--- src/logic/lgdma_regs.vh ---
`ifndef LGDMA_REGS_VH
`define LGDMA_REGS_VH

// ********************************************************
// I/O port offsets, lower group (channels 0-3)
// ********************************************************
`define LGDMA_LO_STATUS       16'h0008
`define LGDMA_LO_SINGLE_MASK  16'h000a
`define LGDMA_LO_CHAN_MODE    16'h000b
`define LGDMA_LO_CLR_BPTR     16'h000c
`define LGDMA_LO_MASTER_CLR   16'h000d
`define LGDMA_LO_CLR_MASK     16'h000e
`define LGDMA_LO_ALL_MASK     16'h000f
`define LGDMA_LO_CHAN_BASE    16'h0000

// ********************************************************
// I/O port offsets, upper group (channels 4-7)
// ********************************************************
`define LGDMA_HI_STATUS       16'h00d0
`define LGDMA_HI_SINGLE_MASK  16'h00d4
`define LGDMA_HI_CHAN_MODE    16'h00d6
`define LGDMA_HI_CLR_BPTR     16'h00d8
`define LGDMA_HI_MASTER_CLR   16'h00da
`define LGDMA_HI_CLR_MASK     16'h00dc
`define LGDMA_HI_ALL_MASK     16'h00de
`define LGDMA_HI_CHAN_BASE    16'h00c0

// ********************************************************
// Field positions
// ********************************************************
`define LGDMA_CMD_DISABLE_BIT 2
`define LGDMA_CMD_ROTATE_BIT  4
`define LGDMA_SMASK_SET_BIT   2
`define LGDMA_MODE_XFER_MSB   7
`define LGDMA_MODE_XFER_LSB   6
`define LGDMA_MODE_DEC_BIT    5
`define LGDMA_MODE_AUTO_BIT   4

// ********************************************************
// Encodings and reset values
// ********************************************************
`define LGDMA_XFER_DEMAND     2'h0
`define LGDMA_XFER_SINGLE     2'h1
`define LGDMA_XFER_RESERVED   2'h2
`define LGDMA_XFER_CASCADE    2'h3
`define LGDMA_MASK_RESET      4'hf
`define LGDMA_MODE_RESET      6'h00
`define LGDMA_COUNT_TERMINAL  16'h0000

`endif

--- src/logic/lgdma_chan.v ---
`timescale 1ns/1ps
`default_nettype none
`include "lgdma_regs.vh"

// One channel: base/current address and count, mode word
module lgdma_chan (
  input  wire        ref_clk,
  input  wire        rst_n,
  input  wire        master_clear,
  input  wire        wr_addr,
  input  wire        wr_count,
  input  wire        hi_byte,
  input  wire [7:0]  wdata,
  input  wire        mode_wr,
  input  wire        xfer_done,
  output reg  [15:0] cur_addr,
  output reg  [15:0] cur_count,
  output reg  [5:0]  mode,
  output wire        exhausted
);

  reg  [15:0] base_addr;
  reg  [15:0] base_count;
  wire [1:0]  xfer_mode = mode[5:4];
  wire        auto_init = mode[`LGDMA_MODE_AUTO_BIT-2];
  wire        addr_dec  = mode[`LGDMA_MODE_DEC_BIT-2];
  // Cascade and reserved modes carry no transfers of their own
  wire        xfer_ok   = xfer_done & (xfer_mode != `LGDMA_XFER_CASCADE) &
                          (xfer_mode != `LGDMA_XFER_RESERVED); // see R5

  // Count rolling from zero to all ones marks the end
  assign exhausted = xfer_ok & (cur_count == `LGDMA_COUNT_TERMINAL);

  // ********************************************************
  // Mode word
  // ********************************************************
  always @(posedge ref_clk or negedge rst_n) begin
    if (!rst_n) begin
      mode <= `LGDMA_MODE_RESET; // see R6
    end else if (master_clear) begin
      mode <= `LGDMA_MODE_RESET; // see R6
    end else if (mode_wr) begin
      mode <= wdata[7:2];
    end
  end

  // ********************************************************
  // Address and count
  // ********************************************************
  always @(posedge ref_clk or negedge rst_n) begin
    if (!rst_n) begin
      base_addr  <= 16'h0000;
      base_count <= 16'h0000;
      cur_addr   <= 16'h0000;
      cur_count  <= 16'h0000;
    end else if (wr_addr) begin
      if (hi_byte) begin
        base_addr[15:8] <= wdata;
        cur_addr[15:8]  <= wdata;
      end else begin
        base_addr[7:0] <= wdata;
        cur_addr[7:0]  <= wdata;
      end
    end else if (wr_count) begin
      if (hi_byte) begin
        base_count[15:8] <= wdata;
        cur_count[15:8]  <= wdata;
      end else begin
        base_count[7:0] <= wdata;
        cur_count[7:0]  <= wdata;
      end
    end else if (exhausted && auto_init) begin
      cur_addr  <= base_addr;
      cur_count <= base_count;
    end else if (xfer_ok) begin
      cur_count <= cur_count - 16'h0001;
      cur_addr  <= addr_dec ? cur_addr - 16'h0001 : cur_addr + 16'h0001;
    end
  end

endmodule // lgdma_chan

`default_nettype wire

--- src/logic/lgdma_ctrl.v ---
`timescale 1ns/1ps
`default_nettype none
`include "lgdma_regs.vh"

// What this block does
// Groups enabled at reset; command bit 2 disables; upper disable also stops lower.
// Status 7:4 show pending requests; cascade bit ORs lower group requests.
// Status 3:0 show channels that reached end of count.
// Single-mask write changes only channel in bits 1:0; bit 2 masks.
// Mode bits 7:6 pick demand, single or cascade; 10 reserved.
// Mode bit 5 picks address increment or decrement; increment after reset.
// Mode bit 4 reloads address and count after end; cleared by reset.
// Mode bits 3:2 pick verify, write, read, illegal; ignored in cascade.
// Mode write stores bits 7:2 into channel named by bits 1:0.
// Any write to clear-pointer port resets byte pointer; reset does too.
// After pointer clear, first access hits low byte, next the high byte.
// Master clear acts as reset: clears command, status, pointer, sets masks.
// All-mask register writes four mask bits at once and reads them back.
// End of count sets channel mask unless autoinitialize is on.
// Reset and master clear set all four mask bits.
// Masking the upper cascade channel blocks all lower group requests.
// Any write to the unmask-all port clears all four mask bits.
// Count decrements per transfer; rolling past zero marks end of count.
// Address or count write loads base and current; reads return current.
// Command bit 4 picks fixed or rotating priority; fixed after reset.
module lgdma_ctrl (
  input  wire        ref_clk,
  input  wire        rst_n,
  input  wire [15:0] io_addr,
  input  wire        io_wr,
  input  wire        io_rd,
  input  wire [7:0]  io_wdata,
  output reg  [7:0]  io_rdata,
  output reg         io_rdata_valid,
  input  wire [7:0]  channel_request_line,
  input  wire [7:0]  xfer_done,
  output reg  [7:0]  request_active,
  output reg  [7:0]  count_exhausted,
  output reg  [1:0]  group_enabled,
  output reg  [1:0]  rotate_priority,
  output wire [47:0] channel_mode_word
);

  // ********************************************************
  // Decode helpers
  // ********************************************************

  // Hit per group for a pair of port offsets
  // Exact compare on all sixteen address bits: the short
  // aliases of the old bus are deliberately not answered
  function [1:0] hit2;
    input [15:0] a;
    input [15:0] lo;
    input [15:0] hi;
    begin
      hit2 = {a == hi, a == lo};
    end
  endfunction

  // Channel register port: {hit, is_count, channel[2:0]}
  // Returns zero when the address is not a channel port; the lower
  // group flags count in bit 0, the word-spaced upper group in bit 1
  function [4:0] chan_dec;
    input [15:0] a;
    begin
      chan_dec = 5'h00;
      if ((a >> 3) == (`LGDMA_LO_CHAN_BASE >> 3)) begin
        chan_dec = {1'b1, a[0], 1'b0, a[2:1]};
      end else if ((a >> 4) == (`LGDMA_HI_CHAN_BASE >> 4) && !a[0]) begin
        chan_dec = {1'b1, a[1], 1'b1, a[3:2]};
      end
    end
  endfunction

  // ********************************************************
  // Request line synchroniser
  // ********************************************************
  // Request pins are asynchronous; only the second flop is read,
  // so each request costs two edges of latency
  wire [7:0] req_sync;

  lgdma_sync #(
    .WIDTH (8)
  ) u_sync (
    .ref_clk  (ref_clk),
    .rst_n    (rst_n),
    .async_in (channel_request_line),
    .sync_out (req_sync)
  );

  // ********************************************************
  // Port decode
  // ********************************************************
  // Channel address/count port, shared by reads and writes
  wire [4:0] cp       = chan_dec(io_addr);
  wire       cp_hit   = cp[4];
  wire       cp_cnt   = cp[3];
  wire [2:0] cp_ch    = cp[2:0];
  wire       cp_grp   = cp_ch[2];
  // Any read or write of a channel port moves the byte pointer
  wire       chan_acc = (io_wr | io_rd) & cp_hit;

  // Command and status share one port: writes command, reads report
  wire [1:0] cmd_wr   = {2{io_wr}} &
                        hit2(io_addr, `LGDMA_LO_STATUS, `LGDMA_HI_STATUS);
  wire [1:0] stat_rd  = {2{io_rd}} &
                        hit2(io_addr, `LGDMA_LO_STATUS, `LGDMA_HI_STATUS);
  // Mask ports: one channel, unmask all, or all four at once
  wire [1:0] smask_wr = {2{io_wr}} &
                        hit2(io_addr, `LGDMA_LO_SINGLE_MASK, `LGDMA_HI_SINGLE_MASK);
  // Mode port names its channel in the low bits of the data
  wire [1:0] mode_wr  = {2{io_wr}} &
                        hit2(io_addr, `LGDMA_LO_CHAN_MODE, `LGDMA_HI_CHAN_MODE);
  // Pointer clear and master clear act on any written value
  wire [1:0] cbp_wr   = {2{io_wr}} &
                        hit2(io_addr, `LGDMA_LO_CLR_BPTR, `LGDMA_HI_CLR_BPTR);
  wire [1:0] mclr_wr  = {2{io_wr}} &
                        hit2(io_addr, `LGDMA_LO_MASTER_CLR, `LGDMA_HI_MASTER_CLR);
  wire [1:0] cmsk_wr  = {2{io_wr}} &
                        hit2(io_addr, `LGDMA_LO_CLR_MASK, `LGDMA_HI_CLR_MASK);
  wire [1:0] amask_wr = {2{io_wr}} &
                        hit2(io_addr, `LGDMA_LO_ALL_MASK, `LGDMA_HI_ALL_MASK);
  // All-mask port is the only mask state that reads back
  wire [1:0] amask_rd = {2{io_rd}} &
                        hit2(io_addr, `LGDMA_LO_ALL_MASK, `LGDMA_HI_ALL_MASK);

  // ********************************************************
  // Group state
  // ********************************************************
  // Group-wide state: bit g or nibble g belongs to group g
  reg  [1:0]   grp_disable;
  reg  [7:0]   chan_mask;
  reg  [7:0]   done_stat;
  reg  [1:0]   byte_ptr;
  wire [127:0] cur_addr_f;
  wire [127:0] cur_count_f;
  wire [7:0]   exhausted;

  // ********************************************************
  // Channels
  // ********************************************************
  // Eight identical channels; channel n of group g sits at 4*g+n.
  // Master clear leaves their address and count alone.
  // Each channel counts only its own transfer pulses
  genvar i;
  generate
    for (i = 0; i < 8; i = i + 1) begin : g_chan
      lgdma_chan u_chan (
        .ref_clk      (ref_clk),
        .rst_n        (rst_n),
        .master_clear (mclr_wr[i/4]),
        .wr_addr      (io_wr & cp_hit & (cp_ch == i) & ~cp_cnt),
        .wr_count     (io_wr & cp_hit & (cp_ch == i) & cp_cnt),
        .hi_byte      (byte_ptr[i/4]),
        .wdata        (io_wdata),
        .mode_wr      (mode_wr[i/4] & (io_wdata[1:0] == i % 4)),
        .xfer_done    (xfer_done[i]),
        .cur_addr     (cur_addr_f[16*i +: 16]),
        .cur_count    (cur_count_f[16*i +: 16]),
        .mode         (channel_mode_word[6*i +: 6]),
        .exhausted    (exhausted[i])
      );
    end
  endgenerate

  // Autoinitialize flag of each channel
  // It decides whether end of count also sets the mask
  wire [7:0] auto_init;
  generate
    for (i = 0; i < 8; i = i + 1) begin : g_auto
      assign auto_init[i] = channel_mode_word[6*i + `LGDMA_MODE_AUTO_BIT - 2];
    end
  endgenerate

  // Command, masks, end-of-count status and byte pointer per group
  // Loop indices for the per-group and per-channel updates
  integer g;
  integer k;
  always @(posedge ref_clk or negedge rst_n) begin
    if (!rst_n) begin
      grp_disable     <= 2'h0;
      rotate_priority <= 2'h0;
      chan_mask       <= {2{`LGDMA_MASK_RESET}};
      done_stat       <= 8'h00;
      byte_ptr        <= 2'h0;
    end else begin
      // Master clear takes the group's command, masks, status and pointer back to reset
      for (g = 0; g < 2; g = g + 1) begin
        if (mclr_wr[g]) begin
          grp_disable[g]       <= 1'b0;
          rotate_priority[g]   <= 1'b0;
          chan_mask[4*g +: 4]  <= `LGDMA_MASK_RESET;
          done_stat[4*g +: 4]  <= 4'h0;
          byte_ptr[g]          <= 1'b0;
        end else begin
          if (cmd_wr[g]) begin
            grp_disable[g]     <= io_wdata[`LGDMA_CMD_DISABLE_BIT];
            rotate_priority[g] <= io_wdata[`LGDMA_CMD_ROTATE_BIT];
          end
          if (smask_wr[g]) begin
            chan_mask[4*g + io_wdata[1:0]] <= io_wdata[`LGDMA_SMASK_SET_BIT];
          end
          if (cmsk_wr[g]) begin
            chan_mask[4*g +: 4] <= 4'h0;
          end
          if (amask_wr[g]) begin
            chan_mask[4*g +: 4] <= io_wdata[3:0];
          end
          // Pointer flips on any channel-port access of the group,
          // read or write, so bytes pair low then high
          if (cbp_wr[g]) begin
            byte_ptr[g] <= 1'b0;
          end else if (chan_acc && cp_grp == g) begin
            byte_ptr[g] <= ~byte_ptr[g];
          end
          // A status read clears the end-of-count bits it has shown
          if (stat_rd[g]) begin
            done_stat[4*g +: 4] <= 4'h0;
          end
          // End of count wins over a clear in the same cycle
          for (k = 0; k < 4; k = k + 1) begin
            if (exhausted[4*g + k]) begin
              done_stat[4*g + k] <= 1'b1;
              if (!auto_init[4*g + k]) begin
                chan_mask[4*g + k] <= 1'b1;
              end
            end
          end
        end
      end
    end
  end

  // ********************************************************
  // Request status and gating
  // ********************************************************

  // Status shows raw synced lines; masks only gate what the
  // transfer logic is offered
  // Cascade channel reports the OR of the lower group
  wire [7:0] req_stat = {req_sync[7:5], |req_sync[3:0], req_sync[3:0]};

  // Upper disable and cascade mask both stop the lower group
  wire       lo_ok = ~grp_disable[0] & ~grp_disable[1] & ~chan_mask[4]; // see R1
  wire       hi_ok = ~grp_disable[1];
  // Command view of the lower group, apart from the cascade mask
  wire       lo_on = ~grp_disable[0] & ~grp_disable[1];

  // Registered outputs toward the transfer logic
  // Flops give the transfer logic clean levels, one edge late
  always @(posedge ref_clk or negedge rst_n) begin
    if (!rst_n) begin
      request_active  <= 8'h00;
      count_exhausted <= 8'h00;
      group_enabled   <= 2'h3;
    end else begin
      request_active  <= req_sync & ~chan_mask & {{4{hi_ok}}, {4{lo_ok}}};
      count_exhausted <= exhausted;
      group_enabled   <= {hi_ok, lo_on};
    end
  end

  // ********************************************************
  // Read path
  // ********************************************************
  reg [15:0] chan_word;
  reg [7:0]  next_rdata;

  // Select the addressed byte of a current register
  // Decodes never overlap; unmapped and write-only ports read zero
  always @* begin
    chan_word = cp_cnt ? cur_count_f[16*cp_ch +: 16] : cur_addr_f[16*cp_ch +: 16];
    next_rdata = 8'h00;
    if (cp_hit) begin
      next_rdata = byte_ptr[cp_grp] ? chan_word[15:8] : chan_word[7:0];
    end else if (stat_rd[0]) begin
      next_rdata = {req_stat[3:0], done_stat[3:0]}; // see R2
    end else if (stat_rd[1]) begin
      next_rdata = {req_stat[7:4], done_stat[7:4]}; // see R2
    end else if (amask_rd[0]) begin
      next_rdata = {4'h0, chan_mask[3:0]};
    end else if (amask_rd[1]) begin
      next_rdata = {4'h0, chan_mask[7:4]};
    end
  end

  // Read data stands until the next read
  // Valid follows the read strobe one edge late, for as many cycles as the strobe lasts;
  // data holds so a slow reader can still pick it up
  always @(posedge ref_clk or negedge rst_n) begin
    if (!rst_n) begin
      io_rdata       <= 8'h00;
      io_rdata_valid <= 1'b0;
    end else begin
      io_rdata_valid <= io_rd;
      if (io_rd) begin
        io_rdata <= next_rdata;
      end
    end
  end

endmodule // lgdma_ctrl

`default_nettype wire

--- src/logic/lgdma_sync.v ---
`timescale 1ns/1ps
`default_nettype none

// Two-stage synchroniser for pin-level request lines
module lgdma_sync #(
  parameter WIDTH = 8
) (
  input  wire             ref_clk,
  input  wire             rst_n,
  input  wire [WIDTH-1:0] async_in,
  output reg  [WIDTH-1:0] sync_out
);

  reg [WIDTH-1:0] meta;

  // First stage feeds only the second stage
  always @(posedge ref_clk or negedge rst_n) begin
    if (!rst_n) begin
      meta     <= {WIDTH{1'b0}};
      sync_out <= {WIDTH{1'b0}};
    end else begin
      meta     <= async_in;
      sync_out <= meta;
    end
  end

endmodule // lgdma_sync

`default_nettype wire

--- config.mk ---
export PLATFORM = sky130hd
export DESIGN_NAME = lgdma_ctrl
export DESIGN_NICKNAME = d
export VERILOG_FILES = /design/src/logic/lgdma_chan.v /design/src/logic/lgdma_ctrl.v /design/src/logic/lgdma_sync.v
export VERILOG_INCLUDE_DIRS = /design/src /design/src/logic
export SDC_FILE = /design/constraint.sdc
export NUM_CORES = 2
export LEC_CHECK = 0
export ABC_CLOCK_PERIOD_IN_PS = 6930
export BUFFER_PORTS_ARGS = -buffer_cell sky130_fd_sc_hd__buf_4
export CAP_MARGIN = 20
export CORE_ASPECT_RATIO = 1.25
export CORE_MARGIN = 8
export CORE_UTILIZATION = 35
export CTS_CLUSTER_DIAMETER = 30
export CTS_CLUSTER_SIZE = 16
export DETAILED_ROUTE_END_ITERATION = 10
export SYNTH_ARGS = -nofsm -noshare
export SYNTH_HDL_FRONTEND = slang
export SYNTH_SLANG_ARGS = --single-unit
--- constraint.sdc ---
create_clock -name ref_clk -period 6.93 [get_ports ref_clk]
set_input_delay 1.386 -clock ref_clk [delete_from_list [all_inputs] [get_ports ref_clk]]
set_output_delay 1.386 -clock ref_clk [all_outputs]
set_load 0.02 [all_outputs]
* Word-level counts from Yosys, hierarchy flattened *
Cells that the tools add are included.

word-level totals
  output and inout port bits = 77
  flip-flop bits (word level) = 625
  logic and storage cells = 574
  bits of input ports = 44

cells by class
  shift operators = 2
  reductions and logical operators = 126
  magnitude comparators = 5
  bitwise gates (word level) = 88
  mux-type cells = 153
  eq/ne operators = 81
  $add $sub $neg = 25

operators with widths
  kind                                                    number
  two-way mux 16 bit                                      65
  variable part select 128 x 8 -> 16 bit                  2
  subtractor 16 x 1 -> 16 bit (second input constant)     16
  zero test 16 bit                                        9
  AND reduction 3 bit                                     48
  adder 16 x 1 -> 16 bit (second input constant)          8
  == test 16 x 4 -> 1 bit (second input constant)         7
  == test 16 x 8 -> 1 bit (second input constant)         7
  two-way mux 6 bit                                       16
  inequality test 2 bit (second input constant)           48
  two-way mux 8 bit                                       10
  nonzero test 3 bit                                      26
  bitwise AND 1 bit                                       60
  two-way mux 4 bit                                       14
  two-way mux 1 bit                                       42
  AND reduction 2 bit                                     16
  nonzero test 2 bit                                      10
  bitwise AND 2 bit                                       9
  bitwise AND 8 bit                                       2
  bitwise mux 8 bit                                       2
  inequality test 2 x 1 -> 1 bit (second input constant)  8
  inverter 1 bit                                          15
  logical AND 1 bit                                       13
  == test 12 x 4 -> 1 bit (second input constant)         1
  other kinds (20)                                        26

* Longest topological paths before layout *
  depth after elaboration = 18
  gate-level depth with buffers = 13
  gate-level depth less buffers = 11

* Hierarchy *
From an unflattened synthesis, not the netlist that was laid out.

unflattened totals
  cell total of the unflattened synthesis = 4299
  area, all modules = 39401.5 µm²

by module, submodules not included
  module                              area an instance (µm²)  cells each  seq. area each (µm²)  instances
  lgdma_chan at g_chan[0].u_chan ...  4210.3                  441         1751.7                4
  lgdma_chan at g_chan[4].u_chan ...  4315.4                  468         1751.7                3
  lgdma_ctrl                          4972.3                  658         1238.7                1
  lgdma_chan at g_chan[7].u_chan      4241.6                  457         1751.7                1
  lgdma_sync                          400.4                   16          400.4                 1

* Least setup slack after synthesis *
OpenSTA, ideal clock, no wires.

  path type = input-to-reg
  from = input io_addr[5]
  to = register g_chan[2].u_chan.cur_count[0]
  setup time = 128 ps
  arrival = 3987 ps
  stages = 11
  buffers on the path = 2
  slack = 2814 ps
  required time = 6802 ps
  path through = or4_1 > or4_1 > buf_6 > or3_4 > o31ai_4 > nand3_4 > nor2_8 > nor2_2 > buf_6 > a31oi_1 > o22ai_1

between the ends
  cells in the longest elaborated chain, start to end = 9
  elaborated cells on any way between the ends = 16
  classes of those cells = eq/ne (3); mux (3); bitwise (6); reduce/logical (4)

RTL lines
  element                                                               line                                source
  from (decl)                                                           lgdma_ctrl.v:29                     input wire [15:0] io_addr,
  == test 12 x 4 -> 1 bit                                               lgdma_ctrl.v:69                     end else if ((a >> 4) == (`LGDMA_HI_CHAN_BASE >> 4) && !a[0]) begin
  logical AND 1 bit                                                     lgdma_ctrl.v:69
  two-way mux 5 bit                                                     lgdma_ctrl.v:69
  two-way mux 5 bit *                                                   lgdma_ctrl.v:67                     if ((a >> 3) == (`LGDMA_LO_CHAN_BASE >> 3)) begin
  == test 3 x 2 -> 1 bit / bitwise AND 1 bit (equally long branches)    lgdma_ctrl.v:152, lgdma_ctrl.v:153
  bitwise AND 1 bit                                                     lgdma_ctrl.v:152, lgdma_ctrl.v:153
  bitwise AND 1 bit, on equally long branches                           lgdma_ctrl.v:153, lgdma_ctrl.v:152
  inequality test 2 bit (no source line), or another cell as far along  n/a
  AND reduction 3 bit (no source line)                                  n/a
  to (signal assigned)                                                  lgdma_chan.v:70                     cur_count[7:0] <= wdata;
  to (signal assigned)                                                  lgdma_chan.v:74                     cur_count <= base_count;
  to (signal assigned)                                                  lgdma_chan.v:76                     cur_count <= cur_count - 16'h0001;
  to (decl)                                                             lgdma_chan.v:17                     output reg [15:0] cur_count,

Mark *: on every way between the ends. The rest lies on a longest branch, timed or not.
A chain may end at the register's enable or synchronous reset.

* Final worst setup path *
  from = input io_addr[5]
  to = register g_chan[4].u_chan.base_addr[5]

between the ends
  cells in the longest elaborated chain, start to end = 8
  elaborated cells on any way between the ends = 11
  classes of those cells = eq/ne (2); mux (2); bitwise (4); reduce/logical (3)

RTL lines
  element                                                    line              source
  == test 12 x 4 -> 1 bit                                    lgdma_ctrl.v:69
  logical AND 1 bit                                          lgdma_ctrl.v:69
  two-way mux 5 bit                                          lgdma_ctrl.v:69
  two-way mux 5 bit *                                        lgdma_ctrl.v:67
  == test 3 bit / bitwise AND 1 bit (equally long branches)  lgdma_ctrl.v:152  .wr_addr (io_wr & cp_hit & (cp_ch == i) & ~cp_cnt),
  bitwise AND 1 bit                                          lgdma_ctrl.v:152
  bitwise AND 1 bit *                                        lgdma_ctrl.v:152
  AND reduction 2 bit (no source line) *                     n/a
  to (signal assigned)                                       lgdma_chan.v:61   base_addr[7:0] <= wdata;
  to (decl)                                                  lgdma_chan.v:22   reg [15:0] base_addr;

Marks and branches as above.

==> metrics.md <==
| Metric | Value |
|---|---|
| Measured slew at the worst slew-check pin | 1.175 ns |
| Worst EP required | 7.53 ns |
| Comb power frac | 0.201 |
| Detailed-route via count | 33.99k |
| Number of library cell types mapped by synthesis | 92 |
| Slew HR | 0.2166 |
| Pwr/cell area | 304.0 mW/mm² |
| Sequential share of power | 0.360 |
| Met3 WL | 10,900 µm |
| Largest net degree at the start of global routing | 162 |
| Worst Setup SP | io_addr[5] |
| Post-DP HPWL | 94,330 µm |
| CTS Buffer Depth | 3 |
| Arr. time, crit path | 5.65 ns |
| Syn avg cell area | 9.001 µm² |
| Primary FF master, synth | dfrtp_1 |
| Setup Fix Bufs, Post-CTS | 0 |
| Hold buffers post-CTS | 0 |
| Syn nets | 4,451 |
| R2r endpoint | g_chan[6].u_chan.cur_addr[4] |
| GRT Overall Usage | 0.2180 |
| H-tree levels | 3 |
| Synth Register Bits | 625 |
| R2R Path Start | g_chan[6].u_chan.cur_count[4] |
| Root Buffer | clkbuf_16 |
| Number of I/O port buffers | 120 |
| Final Cycle Share | 0.7290 |
| Initial Util | 0.3514 |
| P_leak | 20.59 nW |
| Number of vias per cell | 5.758 |
| VDD IR max | 0.2184 mV |
| Synth Cell Area | 0.03844 mm² |
| Slew Limit Fails | 0 |
| Num rows | 136 |
| # resized after CTS | 0 |
| Switching pwr | 4.577 mW |
| DRT antenna net count | 0 |
| Synth Warn # | 0 |
| Final hold violation count | 0 |
| Drt pass-1 iters | 9 |
| Finished Cell Area | 0.04511 mm² |
| RSZ-0062 raised after global routing | no |
| Hold depth | 0 |
| Initial antenna violation count | 2 |
| Maxcap violations | 0 |
| CTS tree | built |
| Met1 Wirelength | 54,960 µm |
| Switching Fraction | 0.3339 |
| Register-to-Register Setup Slack | 2.87 ns |
| Die area | 0.1208 mm² |
| Min-delay src | u_sync.meta[4] |
| Asr flop ratio synth | 1.000 |
| Worst-case reg-to-reg path depth | 9 |
| Metal2 WL | 62,220 µm |
| WL per Instance | 22.95 µm |
| Clock power frac | 0.440 |
| Hold Crit Endpoint | u_sync.sync_out[4] |
| Final Skew | 0.05133 ns |
| Top Layer Used | met4 |
| Drt total wl | 135,500 µm |
| Placed cell area | 0.04082 mm² |
| Worst-Skew Late Latency | 0.73 ns |
| DRT iter0 DRCs | 3,197 |
| Overflow after GRT | 0 |
| Worst Path Max Fanout | 16 |
| Critical Path Source Type | input pin |
| P_int | 9.133 mW |
| # setup viols final | 0 |
| Post-synth EDFFs | 0 |
| CTS buffer count | 119 |
| Cells after synthesis | 4,271 |
| Fmax | 197.9 MHz |
| Final nets | 4,527 |
| DR DRC count | 0 |
| Status | finished clean |
| Share of post-route cells with drive strength above 1 | 0.1765 |
| Setup TNS | 0 ns |
| Clk sinks | 625 |
| First-pass GRT wire length | 207,800 µm |
| GPL Wtd Cong | 1.016 |
| Core Area | 0.1094 mm² |
| Vias in the first global route | 33.18k |
| Clock-pin slew on the worst setup and hold paths | 0.05 ns |
| Area Growth Syn to Fin | 17.33% |
| Num ports | 121 |
| WS Path Type | in2reg |
| Worst min path class | reg2reg |
| Post-route minimum period | 5.052 ns |
| Register area share after synthesis | 0.4072 |
| Die H | 386.5 µm |
| Die W | 312.4 µm |
| CP Capture Type | register |
[power by group through the flow]
| stage | clock network [mW] | registers, mW | logic (mW) |
|---|---|---|---|
| after floorplan | 0 | 4.59 | 2.07 |
| after global placement | 0 | 4.97 | 2.65 |
| after detailed placement | 0 | 4.97 | 2.71 |
| after CTS | 6.11 | 4.91 | 2.73 |
| after global routing | 6.27 | 4.98 | 3.11 |
| final | 6.03 | 4.93 | 2.75 |
[synth_stat cells (37+ instances only)]
| master | n | share of area |
|---|---|---|
| inv_1 | 75 | 0.0073 |
| xor2_1 | 88 | 0.020 |
| nor3_1 | 145 | 0.019 |
| or3_1 | 37 | 0.0060 |
| mux2_2 | 270 | 0.079 |
| a211oi_1 | 90 | 0.018 |
| dfrtp_1 | 615 | 0.40 |
| a221oi_1 | 40 | 0.0091 |
| nand3_1 | 69 | 0.0090 |
| mux2i_1 | 109 | 0.028 |
| nor4_1 | 39 | 0.0063 |
| o211ai_1 | 67 | 0.013 |
| o31ai_1 | 51 | 0.010 |
| o21ai_0 | 290 | 0.038 |
| a21oi_1 | 272 | 0.035 |
| clkbuf_1 | 186 | 0.018 |
| ha_1 | 128 | 0.042 |
| a31oi_1 | 75 | 0.012 |
| buf_2 | 40 | 0.0052 |
| xnor2_1 | 99 | 0.023 |
| nand2_1 | 546 | 0.053 |
| nor2_1 | 457 | 0.045 |
[area by class of cell]
type                            instances  area (µm²)
Tap cell                             1449        1813
Clock inverter                         89        1006
Antenna cell                            2       5.005
Sequential cell                       625       15650
Multi-Input combinational cell       3319       21480
Clock buffer                          137        3217
Timing Repair Buffer                  207        1652
Fill cell                           10730       64310
Inverter                               75       281.5
[through the flow]
stage	setup WS (ns)	util	std cells	power [mW]	hold WS, ns
2_1_floorplan	2.815	-	4271	6.663	0.3312
3_3_place_gp	1.310	0.3728	5668	7.622	0.3337
3_5_place_dp	1.265	0.3731	5670	7.674	0.3404
4_1_cts	2.018	0.4117	5896	13.74	0.3505
5_1_grt	1.730	0.4122	5901	14.37	0.3626
6_report	1.878	0.4122	5903	13.71	0.3488
[flip-flops by register name, indices dropped and copies added, names as in the netlist]
name and cells:
g_chan.u_chan.cur_count 128, rotate_priority 2, io_rdata 8, g_chan.u_chan.base_count 128, u_sync.meta 8, count_exhausted 8, grp_disable 2, group_enabled 2
io_rdata_valid 1, g_chan.u_chan.mode 48, u_sync.sync_out 8, g_chan.u_chan.base_addr 128, done_stat 8, byte_ptr 2, chan_mask 8, request_active 8
g_chan.u_chan.cur_addr 128
[cells by family (layout without fill, tap and decap cells)]
logic type,after synthesis,count (layout),share of synthesized area
xor gates and xnor gates,187,187,0.04260
and+or+nand+nor,1530,1530,0.1836
adders and majority gates,136,136,0.04583
muxes,380,380,0.1078
AOI/OAI and AO/OA,1086,1086,0.1782
DFF,625,625,0.4072
buffers and inverters,327,508,0.03489
other,0,2,0
[critical path: stages]
cell and delay (ns):
buf_4 0.11, or4_1 0.65, nor4_4 0.83, nand3_2 0.53, nor2_2 0.54, nand2_1 0.52
nor2_1 0.66, mux2_2 0.41
[worst max path at each step]
stage | end | slack (ns) | cells past startpoint
finish | g_chan[4].u_chan.base_addr[5] | 1.88 | 8
global route | g_chan[4].u_chan.base_addr[3] | 1.73 | 8
floorplan | g_chan[2].u_chan.cur_count[0] | 2.81 | 11
global placement | g_chan[4].u_chan.base_addr[5] | 1.31 | 8
detailed placement | g_chan[4].u_chan.base_addr[7] | 1.26 | 8
CTS | g_chan[4].u_chan.base_addr[7] | 2.02 | 8
[per-layer routing]
metal	global-route usage	vias up
li1	-	15630
met1	0.2759	16550
met2	0.3500	1432
met3	0.04550	374
met4	0.1123	0
met5	0	-
[cells in the final DEF (no fill, tap or decap), types with 13 or more instances in the layout]
cell        instances
nor4_1             37
nor3_1            143
xnor2_1            99
a221oi_1           40
ha_1              128
o21ai_0           290
inv_1              75
mux2i_1           109
dfrtp_1           614
o31ai_1            51
a21o_1             30
inv_6              29
mux2_2            270
clkinv_2           15
nor2_2             13
nand2b_1           27
clkinvlp_4         13
o211ai_1           67
buf_4             199
o22ai_1            21
nand2_1           546
or3_1              37
and3_1             33
nor3b_1            15
o21ai_1            13
nand4_1            16
nand3_1            69
clkbuf_16         120
a21oi_1           272
clkbuf_8           15
a211oi_1           90
xor2_1             88
nor2_1            457
nand3b_1           18
o21a_1             21
a22oi_1            13
nor2b_1            32
a31oi_1            75
No activity file was read; power rests on OpenSTA's default activity.
